File: src/common/amd_pkg.sv
// Package for the addressing-mode decoder: modes, mode count, address bounds, states, carrier types
package amd_pkg;

  // Addressing modes, seventeen in all
  typedef enum logic [4:0] {
    AMD_INH       = 5'h00, // Opcode alone
    AMD_IMM       = 5'h01, // Operand byte follows
    AMD_DIR_S     = 5'h02, // One address byte
    AMD_DIR_L     = 5'h03, // Two address bytes
    AMD_IDX_0     = 5'h04, // Index alone
    AMD_IDX_S     = 5'h05, // Byte offset plus index
    AMD_IDX_L     = 5'h06, // Word offset plus index
    AMD_IND_S     = 5'h07, // Byte pointer
    AMD_IND_L     = 5'h08, // Word pointer
    AMD_INDX_S    = 5'h09, // Byte pointer plus index
    AMD_INDX_L    = 5'h0A, // Word pointer plus index
    AMD_REL_D     = 5'h0B, // Offset follows
    AMD_REL_I     = 5'h0C, // Offset in page zero
    AMD_BIT_D     = 5'h0D, // Bit, direct
    AMD_BIT_I     = 5'h0E, // Bit, indirect
    AMD_BITR_D    = 5'h0F, // Bit test, direct, relative
    AMD_BITR_I    = 5'h10  // Bit test, indirect, relative
  } amd_mode_t;

  // Count of modes
  localparam logic [4:0]  AMD_MODE_COUNT = 5'h11;
  // Page zero upper bound
  localparam logic [15:0] AMD_PAGE0_MAX  = 16'h00FF;
  // Short indexed upper bound
  localparam logic [15:0] AMD_SIDX_MAX   = 16'h01FE;
  // Reset value of address outputs
  localparam logic [15:0] AMD_ADDR_RST   = 16'h0000;

  // Decoder states, each code one bit from the one listed before it
  typedef enum logic [2:0] {
    AMD_ST_IDLE = 3'b000, // Wait for an opcode
    AMD_ST_OP1  = 3'b001, // Take first operand byte
    AMD_ST_OP2  = 3'b011, // Take second operand byte
    AMD_ST_PTRH = 3'b010, // Read pointer high or byte
    AMD_ST_PTRL = 3'b110, // Read pointer low
    AMD_ST_DONE = 3'b111  // Present result
  } amd_state_t;

  // Request from the sequencer
  typedef struct packed {
    logic      start;  // Opcode decoded, begin
    amd_mode_t mode;   // Selected mode
    logic      use_y;  // Second index register
    logic      rmw;    // Read-modify-write instruction
    logic [7:0] idx_x; // First index value
    logic [7:0] idx_y; // Second index value
  } amd_req_t;

  // Result to the sequencer
  typedef struct packed {
    logic       done;     // Address ready pulse
    logic       illegal;  // Mode refused for this instruction
    logic [1:0] len;      // Operand bytes after opcode
    logic [15:0] ea;      // Effective address
    logic [7:0] imm;      // Immediate or relative byte
  } amd_res_t;

endpackage

File: src/design/amd_decoder.sv
// Addressing-mode decoder and effective-address generator
`timescale 1ns/100ps
module amd_decoder
  import amd_pkg::*;
(
  input  wire logic       i_sys_clk,    // CPU clock
  input  wire logic       i_rstn,       // Reset, active low
  input  wire amd_req_t   i_req,        // Request from sequencer
  input  wire logic       i_byte_vld,   // Instruction byte present
  input  wire logic [7:0] i_byte,       // Instruction byte
  input  wire logic       i_mem_vld,    // Memory read data present
  input  wire logic [7:0] i_mem_data,   // Memory read data
  output logic            o_byte_req,   // Request next instruction byte
  output logic            o_mem_rd,     // Pointer read strobe
  output logic [15:0]     o_mem_addr,   // Pointer read address
  output logic            o_busy,       // Decode in progress
  output amd_res_t        o_res         // Result
);

  // Reset synchroniser
  logic rst_s1_r;   // First stage
  logic rst_s2_r;   // Released reset
  always_ff @(posedge i_sys_clk or negedge i_rstn) begin
    if (!i_rstn) begin
      rst_s1_r <= 1'b0;
      rst_s2_r <= 1'b0;
    end else begin
      rst_s1_r <= 1'b1;
      rst_s2_r <= rst_s1_r;
    end
  end
  wire logic rstn = rst_s2_r; // Internal reset

  // Unsigned 16-bit sum of a base and an 8-bit index, carry kept
  function automatic logic [15:0] amd_add(input logic [15:0] base, input logic [7:0] idx);
    amd_add = base + {8'h00, idx};
  endfunction

  // Mode table
  logic [1:0] tbl_len;   // Bytes after opcode
  logic       tbl_short; // Short form
  amd_len_rom u_len_rom (
    .i_mode  (i_req.mode),
    .o_len   (tbl_len),
    .o_short (tbl_short)
  );

  // State and working registers
  amd_state_t  st_r,     st_nxt;     // Sequencer state
  amd_mode_t   mode_r,   mode_nxt;   // Latched mode
  logic [7:0]  idx_r,    idx_nxt;    // Selected index value
  logic [1:0]  len_r,    len_nxt;    // Latched length
  logic [15:0] opnd_r,   opnd_nxt;   // Operand bytes, high first
  logic [15:0] ptr_r,    ptr_nxt;    // Fetched pointer
  logic        breq_r,   breq_nxt;   // Byte request out
  logic        mrd_r,    mrd_nxt;    // Memory read out
  logic [15:0] maddr_r,  maddr_nxt;  // Memory address out
  logic        busy_r,   busy_nxt;   // Busy out
  amd_res_t    res_r,    res_nxt;    // Result out

  // Pointer-based modes
  function automatic logic amd_is_ind(input amd_mode_t m);
    amd_is_ind = (m == AMD_IND_S) || (m == AMD_IND_L) || (m == AMD_INDX_S) || (m == AMD_INDX_L) ||
                 (m == AMD_REL_I) || (m == AMD_BIT_I) || (m == AMD_BITR_I);
  endfunction

  // Word pointer modes
  function automatic logic amd_is_wptr(input amd_mode_t m);
    amd_is_wptr = (m == AMD_IND_L) || (m == AMD_INDX_L);
  endfunction

  // Effective address from latched operands
  function automatic logic [15:0] amd_ea(input amd_mode_t m, input logic [15:0] opnd,
                                         input logic [15:0] ptr, input logic [7:0] idx);
    case (m)
      AMD_DIR_S, AMD_BIT_D, AMD_BITR_D: amd_ea = {8'h00, opnd[7:0]};
      AMD_DIR_L:  amd_ea = opnd;
      AMD_IDX_0:  amd_ea = {8'h00, idx};
      AMD_IDX_S:  amd_ea = amd_add({8'h00, opnd[7:0]}, idx);
      AMD_IDX_L:  amd_ea = amd_add(opnd, idx);
      AMD_IND_S, AMD_BIT_I, AMD_BITR_I: amd_ea = {8'h00, ptr[7:0]};
      AMD_IND_L:  amd_ea = ptr;
      AMD_INDX_S: amd_ea = amd_add({8'h00, ptr[7:0]}, idx);
      AMD_INDX_L: amd_ea = amd_add(ptr, idx);
      default:    amd_ea = AMD_ADDR_RST;
    endcase
  endfunction

  // Next-state logic
  always_comb begin
    st_nxt    = st_r;
    mode_nxt  = mode_r;
    idx_nxt   = idx_r;
    len_nxt   = len_r;
    opnd_nxt  = opnd_r;
    ptr_nxt   = ptr_r;
    breq_nxt  = 1'b0;
    mrd_nxt   = 1'b0;
    maddr_nxt = maddr_r;
    busy_nxt  = busy_r;
    res_nxt   = res_r;
    res_nxt.done    = 1'b0;
    res_nxt.illegal = 1'b0;
    case (st_r)
      AMD_ST_IDLE: begin
        if (i_req.start) begin
          if (i_req.rmw && !tbl_short) begin
            // Long form refused for read-modify-write
            res_nxt.illegal = 1'b1;
            res_nxt.done    = 1'b1;
          end else begin
            mode_nxt = i_req.mode;
            idx_nxt  = i_req.use_y ? i_req.idx_y : i_req.idx_x;
            len_nxt  = tbl_len;
            opnd_nxt = AMD_ADDR_RST;
            ptr_nxt  = AMD_ADDR_RST;
            busy_nxt = 1'b1;
            if (tbl_len == 2'h0) begin
              st_nxt = AMD_ST_DONE;
            end else begin
              st_nxt   = AMD_ST_OP1;
              breq_nxt = 1'b1;
            end
          end
        end
      end
      AMD_ST_OP1: begin
        breq_nxt = 1'b1;
        if (i_byte_vld) begin
          opnd_nxt = {8'h00, i_byte};
          if (len_r == 2'h2) begin
            st_nxt = AMD_ST_OP2;
          end else if (amd_is_ind(mode_r)) begin
            breq_nxt  = 1'b0;
            mrd_nxt   = 1'b1;
            maddr_nxt = {8'h00, i_byte};
            st_nxt    = AMD_ST_PTRH;
          end else begin
            breq_nxt = 1'b0;
            st_nxt   = AMD_ST_DONE;
          end
        end
      end
      AMD_ST_OP2: begin
        breq_nxt = 1'b1;
        if (i_byte_vld) begin
          // High byte came first
          opnd_nxt = {opnd_r[7:0], i_byte};
          breq_nxt = 1'b0;
          st_nxt   = AMD_ST_DONE;
        end
      end
      AMD_ST_PTRH: begin
        mrd_nxt = 1'b1;
        if (i_mem_vld) begin
          if (amd_is_wptr(mode_r)) begin
            // Word pointer: high byte, then next address
            ptr_nxt   = {i_mem_data, 8'h00};
            maddr_nxt = maddr_r + 16'h0001;
            st_nxt    = AMD_ST_PTRL;
          end else begin
            ptr_nxt = {8'h00, i_mem_data};
            mrd_nxt = 1'b0;
            st_nxt  = AMD_ST_DONE;
          end
        end
      end
      AMD_ST_PTRL: begin
        mrd_nxt = 1'b1;
        if (i_mem_vld) begin
          ptr_nxt = {ptr_r[15:8], i_mem_data};
          mrd_nxt = 1'b0;
          st_nxt  = AMD_ST_DONE;
        end
      end
      AMD_ST_DONE: begin
        res_nxt.done = 1'b1;
        res_nxt.len  = len_r;
        res_nxt.ea   = amd_ea(mode_r, opnd_r, ptr_r, idx_r);
        res_nxt.imm  = opnd_r[7:0];
        busy_nxt     = 1'b0;
        st_nxt       = AMD_ST_IDLE;
      end
      default: begin
        st_nxt   = AMD_ST_IDLE;
        busy_nxt = 1'b0;
      end
    endcase
  end

  // State registers
  always_ff @(posedge i_sys_clk or negedge rstn) begin
    if (!rstn) begin
      st_r    <= AMD_ST_IDLE;
      mode_r  <= AMD_INH;
      idx_r   <= 8'h00;
      len_r   <= 2'h0;
      opnd_r  <= AMD_ADDR_RST;
      ptr_r   <= AMD_ADDR_RST;
      breq_r  <= 1'b0;
      mrd_r   <= 1'b0;
      maddr_r <= AMD_ADDR_RST;
      busy_r  <= 1'b0;
      res_r   <= '0;
    end else begin
      st_r    <= st_nxt;
      mode_r  <= mode_nxt;
      idx_r   <= idx_nxt;
      len_r   <= len_nxt;
      opnd_r  <= opnd_nxt;
      ptr_r   <= ptr_nxt;
      breq_r  <= breq_nxt;
      mrd_r   <= mrd_nxt;
      maddr_r <= maddr_nxt;
      busy_r  <= busy_nxt;
      res_r   <= res_nxt;
    end
  end

  // Outputs straight from flip-flops
  assign o_byte_req = breq_r;
  assign o_mem_rd   = mrd_r;
  assign o_mem_addr = maddr_r;
  assign o_busy     = busy_r;
  assign o_res      = res_r;

  // Modes outside the table are never latched
  chk_mode_range: assert property (@(posedge i_sys_clk) disable iff (!rstn)
    mode_r < AMD_MODE_COUNT) else $error("mode out of range");

  // Short direct, short indirect and index alone land in page zero
  chk_short_page: assert property (@(posedge i_sys_clk) disable iff (!rstn)
    (st_r == AMD_ST_DONE && (mode_r == AMD_DIR_S || mode_r == AMD_IND_S || mode_r == AMD_IDX_0))
    |=> o_res.ea <= AMD_PAGE0_MAX) else $error("short address left page zero");

  // Long direct keeps the full word
  chk_long_dir: assert property (@(posedge i_sys_clk) disable iff (!rstn)
    (st_r == AMD_ST_DONE && mode_r == AMD_DIR_L) |=> o_res.ea == $past(opnd_r)) else $error("long direct wrong");

  // Long forms refused for read-modify-write
  chk_rmw_refuse: assert property (@(posedge i_sys_clk) disable iff (!rstn)
    (st_r == AMD_ST_IDLE && i_req.start && i_req.rmw && !tbl_short)
    |=> o_res.illegal && o_res.done && !o_busy) else $error("long rmw not refused");

  // Refused request starts no fetch of any kind
  chk_rmw_nofetch: assert property (@(posedge i_sys_clk) disable iff (!rstn)
    (st_r == AMD_ST_IDLE && i_req.start && i_req.rmw && !tbl_short)
    |=> !o_byte_req && !o_mem_rd) else $error("refused rmw fetched");

  // Inherent mode finishes without fetching
  chk_inh_len: assert property (@(posedge i_sys_clk) disable iff (!rstn)
    (st_r == AMD_ST_IDLE && i_req.start && i_req.mode == AMD_INH && !i_req.rmw)
    |=> !o_byte_req ##1 o_res.done && o_res.len == 2'h0) else $error("inherent fetched bytes");

  // Immediate passes its operand byte
  chk_imm_byte: assert property (@(posedge i_sys_clk) disable iff (!rstn)
    (st_r == AMD_ST_DONE && mode_r == AMD_IMM) |=> o_res.imm == $past(opnd_r[7:0]) && o_res.len == 2'h1)
    else $error("immediate byte wrong");

  // Index alone gives a page zero address
  chk_idx0_value: assert property (@(posedge i_sys_clk) disable iff (!rstn)
    (st_r == AMD_ST_DONE && mode_r == AMD_IDX_0) |=> o_res.ea == {8'h00, $past(idx_r)})
    else $error("index alone wrong");

  // Short indexed sum reaches at most 1FE
  chk_sidx_max: assert property (@(posedge i_sys_clk) disable iff (!rstn)
    (st_r == AMD_ST_DONE && (mode_r == AMD_IDX_S || mode_r == AMD_INDX_S))
    |=> o_res.ea <= AMD_SIDX_MAX && o_res.ea[15:9] == 7'h00) else $error("short indexed over 1FE");

  // Long indexed adds the whole offset word
  chk_long_idx: assert property (@(posedge i_sys_clk) disable iff (!rstn)
    (st_r == AMD_ST_DONE && mode_r == AMD_IDX_L) |=> o_res.ea == $past(opnd_r) + {8'h00, $past(idx_r)})
    else $error("long indexed wrong");

  // Short indexed carry is kept
  chk_sidx_carry: assert property (@(posedge i_sys_clk) disable iff (!rstn)
    (st_r == AMD_ST_DONE && mode_r == AMD_IDX_S)
    |=> o_res.ea == {8'h00, $past(opnd_r[7:0])} + {8'h00, $past(idx_r)}) else $error("short indexed wrapped");

  // Pointer read follows the address byte
  chk_ptr_read: assert property (@(posedge i_sys_clk) disable iff (!rstn)
    (st_r == AMD_ST_OP1 && i_byte_vld && len_r == 2'h1 && amd_is_ind(mode_r))
    |=> o_mem_rd && o_mem_addr == {8'h00, $past(i_byte)}) else $error("pointer read missing");

  // Word pointer low byte read from the next address
  chk_word_ptr: assert property (@(posedge i_sys_clk) disable iff (!rstn)
    (st_r == AMD_ST_PTRH && i_mem_vld && amd_is_wptr(mode_r))
    |=> o_mem_rd && o_mem_addr == $past(o_mem_addr) + 16'h0001) else $error("word pointer low read wrong");

  // Long indirect uses the fetched word as is
  chk_long_ind: assert property (@(posedge i_sys_clk) disable iff (!rstn)
    (st_r == AMD_ST_DONE && mode_r == AMD_IND_L) |=> o_res.ea == $past(ptr_r))
    else $error("long indirect wrong");

  // Long indirect indexed adds index to the fetched word
  chk_indx_sum: assert property (@(posedge i_sys_clk) disable iff (!rstn)
    (st_r == AMD_ST_DONE && mode_r == AMD_INDX_L) |=> o_res.ea == $past(ptr_r) + {8'h00, $past(idx_r)})
    else $error("indirect indexed wrong");

endmodule

File: src/design/amd_len_rom.sv
// Operand length and short-form table for each addressing mode
`timescale 1ns/100ps
module amd_len_rom
  import amd_pkg::*;
(
  input  wire amd_mode_t  i_mode,   // Mode to look up
  output logic [1:0]      o_len,    // Bytes after the opcode
  output logic            o_short   // Form is allowed for read-modify-write
);

  // Table lookup
  always_comb begin
    o_len   = 2'h0;
    o_short = 1'b0;
    case (i_mode)
      AMD_INH:    begin o_len = 2'h0; o_short = 1'b1; end
      AMD_IMM:    begin o_len = 2'h1; o_short = 1'b0; end
      AMD_DIR_S:  begin o_len = 2'h1; o_short = 1'b1; end
      AMD_DIR_L:  begin o_len = 2'h2; o_short = 1'b0; end
      AMD_IDX_0:  begin o_len = 2'h0; o_short = 1'b1; end
      AMD_IDX_S:  begin o_len = 2'h1; o_short = 1'b1; end
      AMD_IDX_L:  begin o_len = 2'h2; o_short = 1'b0; end
      AMD_IND_S:  begin o_len = 2'h1; o_short = 1'b1; end
      AMD_IND_L:  begin o_len = 2'h1; o_short = 1'b0; end
      AMD_INDX_S: begin o_len = 2'h1; o_short = 1'b1; end
      AMD_INDX_L: begin o_len = 2'h1; o_short = 1'b0; end
      AMD_REL_D:  begin o_len = 2'h1; o_short = 1'b0; end
      AMD_REL_I:  begin o_len = 2'h1; o_short = 1'b0; end
      AMD_BIT_D:  begin o_len = 2'h1; o_short = 1'b1; end
      AMD_BIT_I:  begin o_len = 2'h1; o_short = 1'b1; end
      AMD_BITR_D: begin o_len = 2'h1; o_short = 1'b1; end
      AMD_BITR_I: begin o_len = 2'h1; o_short = 1'b1; end
      default:    begin o_len = 2'h0; o_short = 1'b0; end
    endcase
  end

endmodule

File: config.mk
export PLATFORM = sky130hd
export DESIGN_NAME = amd_decoder
export DESIGN_NICKNAME = d
export VERILOG_FILES = /design/src/common/amd_pkg.sv /design/src/design/amd_decoder.sv /design/src/design/amd_len_rom.sv
export SDC_FILE = /design/constraint.sdc
export NUM_CORES = 1
export LEC_CHECK = 0
export ABC_CLOCK_PERIOD_IN_PS = 3450
export BUFFER_PORTS_ARGS = -buffer_cell sky130_fd_sc_hd__buf_2
export CORE_UTILIZATION = 44
export CTS_CLUSTER_DIAMETER = 60
export DETAILED_ROUTE_END_ITERATION = 10
export MAX_ROUTING_LAYER = met4
export SETUP_SLACK_MARGIN = 0.05
export SYNTH_ARGS = -nofsm -noshare
export SYNTH_HDL_FRONTEND = slang
export SYNTH_SLANG_ARGS = --single-unit
File: constraint.sdc
create_clock -name i_sys_clk -period 3.45 [get_ports i_sys_clk]
set_clock_uncertainty 0.05 [all_clocks]
set_input_delay 0.345 -clock i_sys_clk [delete_from_list [all_inputs] [get_ports i_sys_clk]]
set_output_delay 0.345 -clock i_sys_clk [all_outputs]
set_load 0.05 [all_outputs]
==> metrics.yaml <==
multiInputGateArea_um2: 3280
p_leak_nw: 3.37
hpwlAfterDp_um: 11900
yosysUniqueCellTypes: 69
fmax_ghz: 0.310
antenna_found_initial: 0
htreeDepth: 3
period_needed_ns: 3.23
nFillCells: 1231
syn_inst: 620
rsz0062_at_grt: "no"
clock-root-buffer: "clkbuf_16"
hp-class: "in -> reg"
min_period_over_period_pct: 93.6
regArea_um2: 2480
drt_iter0_markers: 467
critPathBufInv: 1
clock_latency_ns: 0.35
yosysSeqAreaShare_pct: 41.8
cpMaxStageDelayCell: "dfrtp_1"
synth_edf_count: 0
critPathKind: "reg -> reg"
syn_nets: 688
grt_max_degree: 85
synth_top_area_cell: "dfrtp_1"
io_buffers: 90
grt_pass1_wl_um: 26000
via_count: 5168
fp.dieH_um: 118
placed_cell_area_um2: 6610
post_drt_via_cell_ratio: 5.77
max_stage_delay_ns: 0.43
start_util_pct: 45.0
cts_made_buffers: 9
drc_errors: 0
cp-end-kind: "flop"
area_growth_pct: 17.6
ant_nets: 0
cts_tree: "yes"
cp-start-kind: "flop"
final_cell_mix: "98 x dfrtp_1, 90 x buf_2, 86 x nand2_1"
cp_common_cell: "o21ai_0"
status: "complete, no violations"
synth-async-reset-ratio_pct: 100
place.gp.congestion: 0.932
path_delay_family: "simple AND/OR/NAND/NOR gates"
ys.flop_type: "dfrtp_1"
avgSynthCellArea_um2: 9.57
layout-drive-gt1-share_pct: 25.2
tns_ns: 0
grt_use_total_pct: 24.5
tightest_slew_ns: 1.07
path_clk_slew_ns: 0.07
dr.pass1.iters: 7
ys_warn_count: 0
io_pins: 91
layout_commonest_cell: "dfrtp_1"
wl_per_cell_um: 17.9
grt_overflow_total: 0
stdcell_area_um2: 6970
setup_viol: 0
crit_required_ns: 3.62
fp.dieW_um: 118
slew_viol_final: 0
synth-seq-cells: 99
synth_area_leaders: "dfrtp_1 42%, nand2_1 5.4%, a22o_1 5.0%"
crit_fanout: 5
clock_sink_count: 99
nNetsFinal: 783
cap_violations: 0
rrSetupSlack_ns: 0.22
cp.arrival_ns: 3.40
yosysTopAreaCellShare_pct: 41.8
max-vdd-ir-drop_uv: 604
crit_chain: "or3b_4 > or2_2 > mux2_2 > ha_1 > inv_1 > fa_2 > nand2b_1 > a21oi_2 > o21ai_0 > a21boi_1 > nor2_1 > a221oi_2 > o21ai_0"
placeableCoreArea_um2: 13200
routed_wirelength_um: 16000
power.density_nw_per_um2: 931
num_antenna_cells: 0
grt_pass1_vias: 4898
hold_violations: 0
die_area_um2: 14000
relSlewSlack_pct: 28.8
cts_buffer_depth: 2
placementRows: 42
synth_area_um2: 5930
-- synth_stat cells, types with 3 or more instances --
master / instances
a21o_1: 3
a21oi_1: 34
a221oi_1: 5
a222oi_1: 7
a22o_1: 34
a22oi_1: 8
a31oi_1: 3
and3_1: 9
buf_1: 5
buf_2: 8
buf_4: 3
buf_6: 5
clkbuf_1: 11
dfrtp_1: 99
ha_1: 22
inv_1: 18
mux2_2: 18
mux2i_1: 22
nand2_1: 86
nand2b_1: 10
nand3_1: 15
nand4_1: 9
nand4b_1: 3
nor2_1: 43
nor2b_1: 5
nor3_1: 6
o21a_1: 3
o21ai_0: 32
o21ai_1: 12
o221ai_1: 3
or2_2: 3
or3_1: 3
xnor2_1: 9
xor2_1: 16
-- area by class of cell --
cell class	count	area share, %
clock buffers	10	3.43
clock inverters	5	0.538
inverters	18	0.969
multi-input cells	471	47.0
flip-flops and latches	99	35.6
well taps	176	3.16
repair buffers	116	9.29
-- logic make-up (layout without fill, tap and decap cells) --
family                   after synthesis  count (layout)  synth area share [%]
AND/OR/NAND/NOR                      211             211                  17.5
AO/OA/AOI/OAI                        168             168                  19.9
flip-flops                            99              99                  41.8
buffers and inverters                 50             149                  4.16
multiplexers                          42              42                  7.64
XOR/XNOR                              25              25                  3.69
adder cells (fa/ha/maj)               24              24                  5.32
other                                  1               1                0.0632
-- flip-flops by register name, summed over array words and instances (netlist names), 2 cells and up --
| name | cells |
|---|---|
| o_res | 28 |
| o_mem_addr | 16 |
| opnd_r | 16 |
| ptr_r | 16 |
| idx_r | 8 |
| mode_r | 5 |
| st_r | 3 |
| len_r | 2 |
-- metrics by stage --
| stage | setup WS [ns] | power (mW) | util, % | std cells | hold WS [ns] |
|---|---|---|---|---|---|
| 3_5_place_dp | 0.0632 | 5.37 | 50.1 | 877 | 0.0821 |
| 3_3_place_gp | 0.149 | 5.30 | 50.1 | 877 | 0.0797 |
| 4_1_cts | 0.0589 | 6.36 | 52.2 | 893 | 0.179 |
| 5_1_grt | 0.0800 | 6.93 | 52.9 | 895 | 0.182 |
| 2_1_floorplan | 0.0522 | 4.45 | - | 620 | -0.000591 |
| 6_report | 0.222 | 6.49 | 52.9 | 895 | 0.187 |
-- repair_timing --
action,in CTS,in global routing
hold buffers,1,0
resized for setup,0,11
pin swaps,2,4
endpoints found under the setup margin,1,7
setup buffers,0,2
gates cloned,0,0
endpoints found under the hold margin,2,0
-- routing by layer --
metal	track usage, %	part of all wire [%]	vias up
li1	-	-	2432
met1	34.0	47	2520
met2	35.9	44	189
met3	4.02	5.9	27
met4	9.54	2.6	0
met5	-	0	-
-- power by group --
part           internal, mW  switching, mW  total (mW)
combinational          1.35           2.07        3.41
clock                 0.507          0.448       0.956
sequential             1.55          0.572        2.12
-- final timing paths --
path	to	cells past startpoint	from
setup reg to reg	o_res[14]	13	mode_r[2]
setup / recovery	o_res[14]	13	mode_r[2]
hold reg to reg	rst_s2_r	0	rst_s1_r
min in group asynchronous	rst_s2_r	2	i_rstn
hold / removal	opnd_r[0]	2	i_byte[0]
max in group asynchronous	o_mem_addr[1]	1	rst_s2_r
Power figures use the tool's default switching activity.
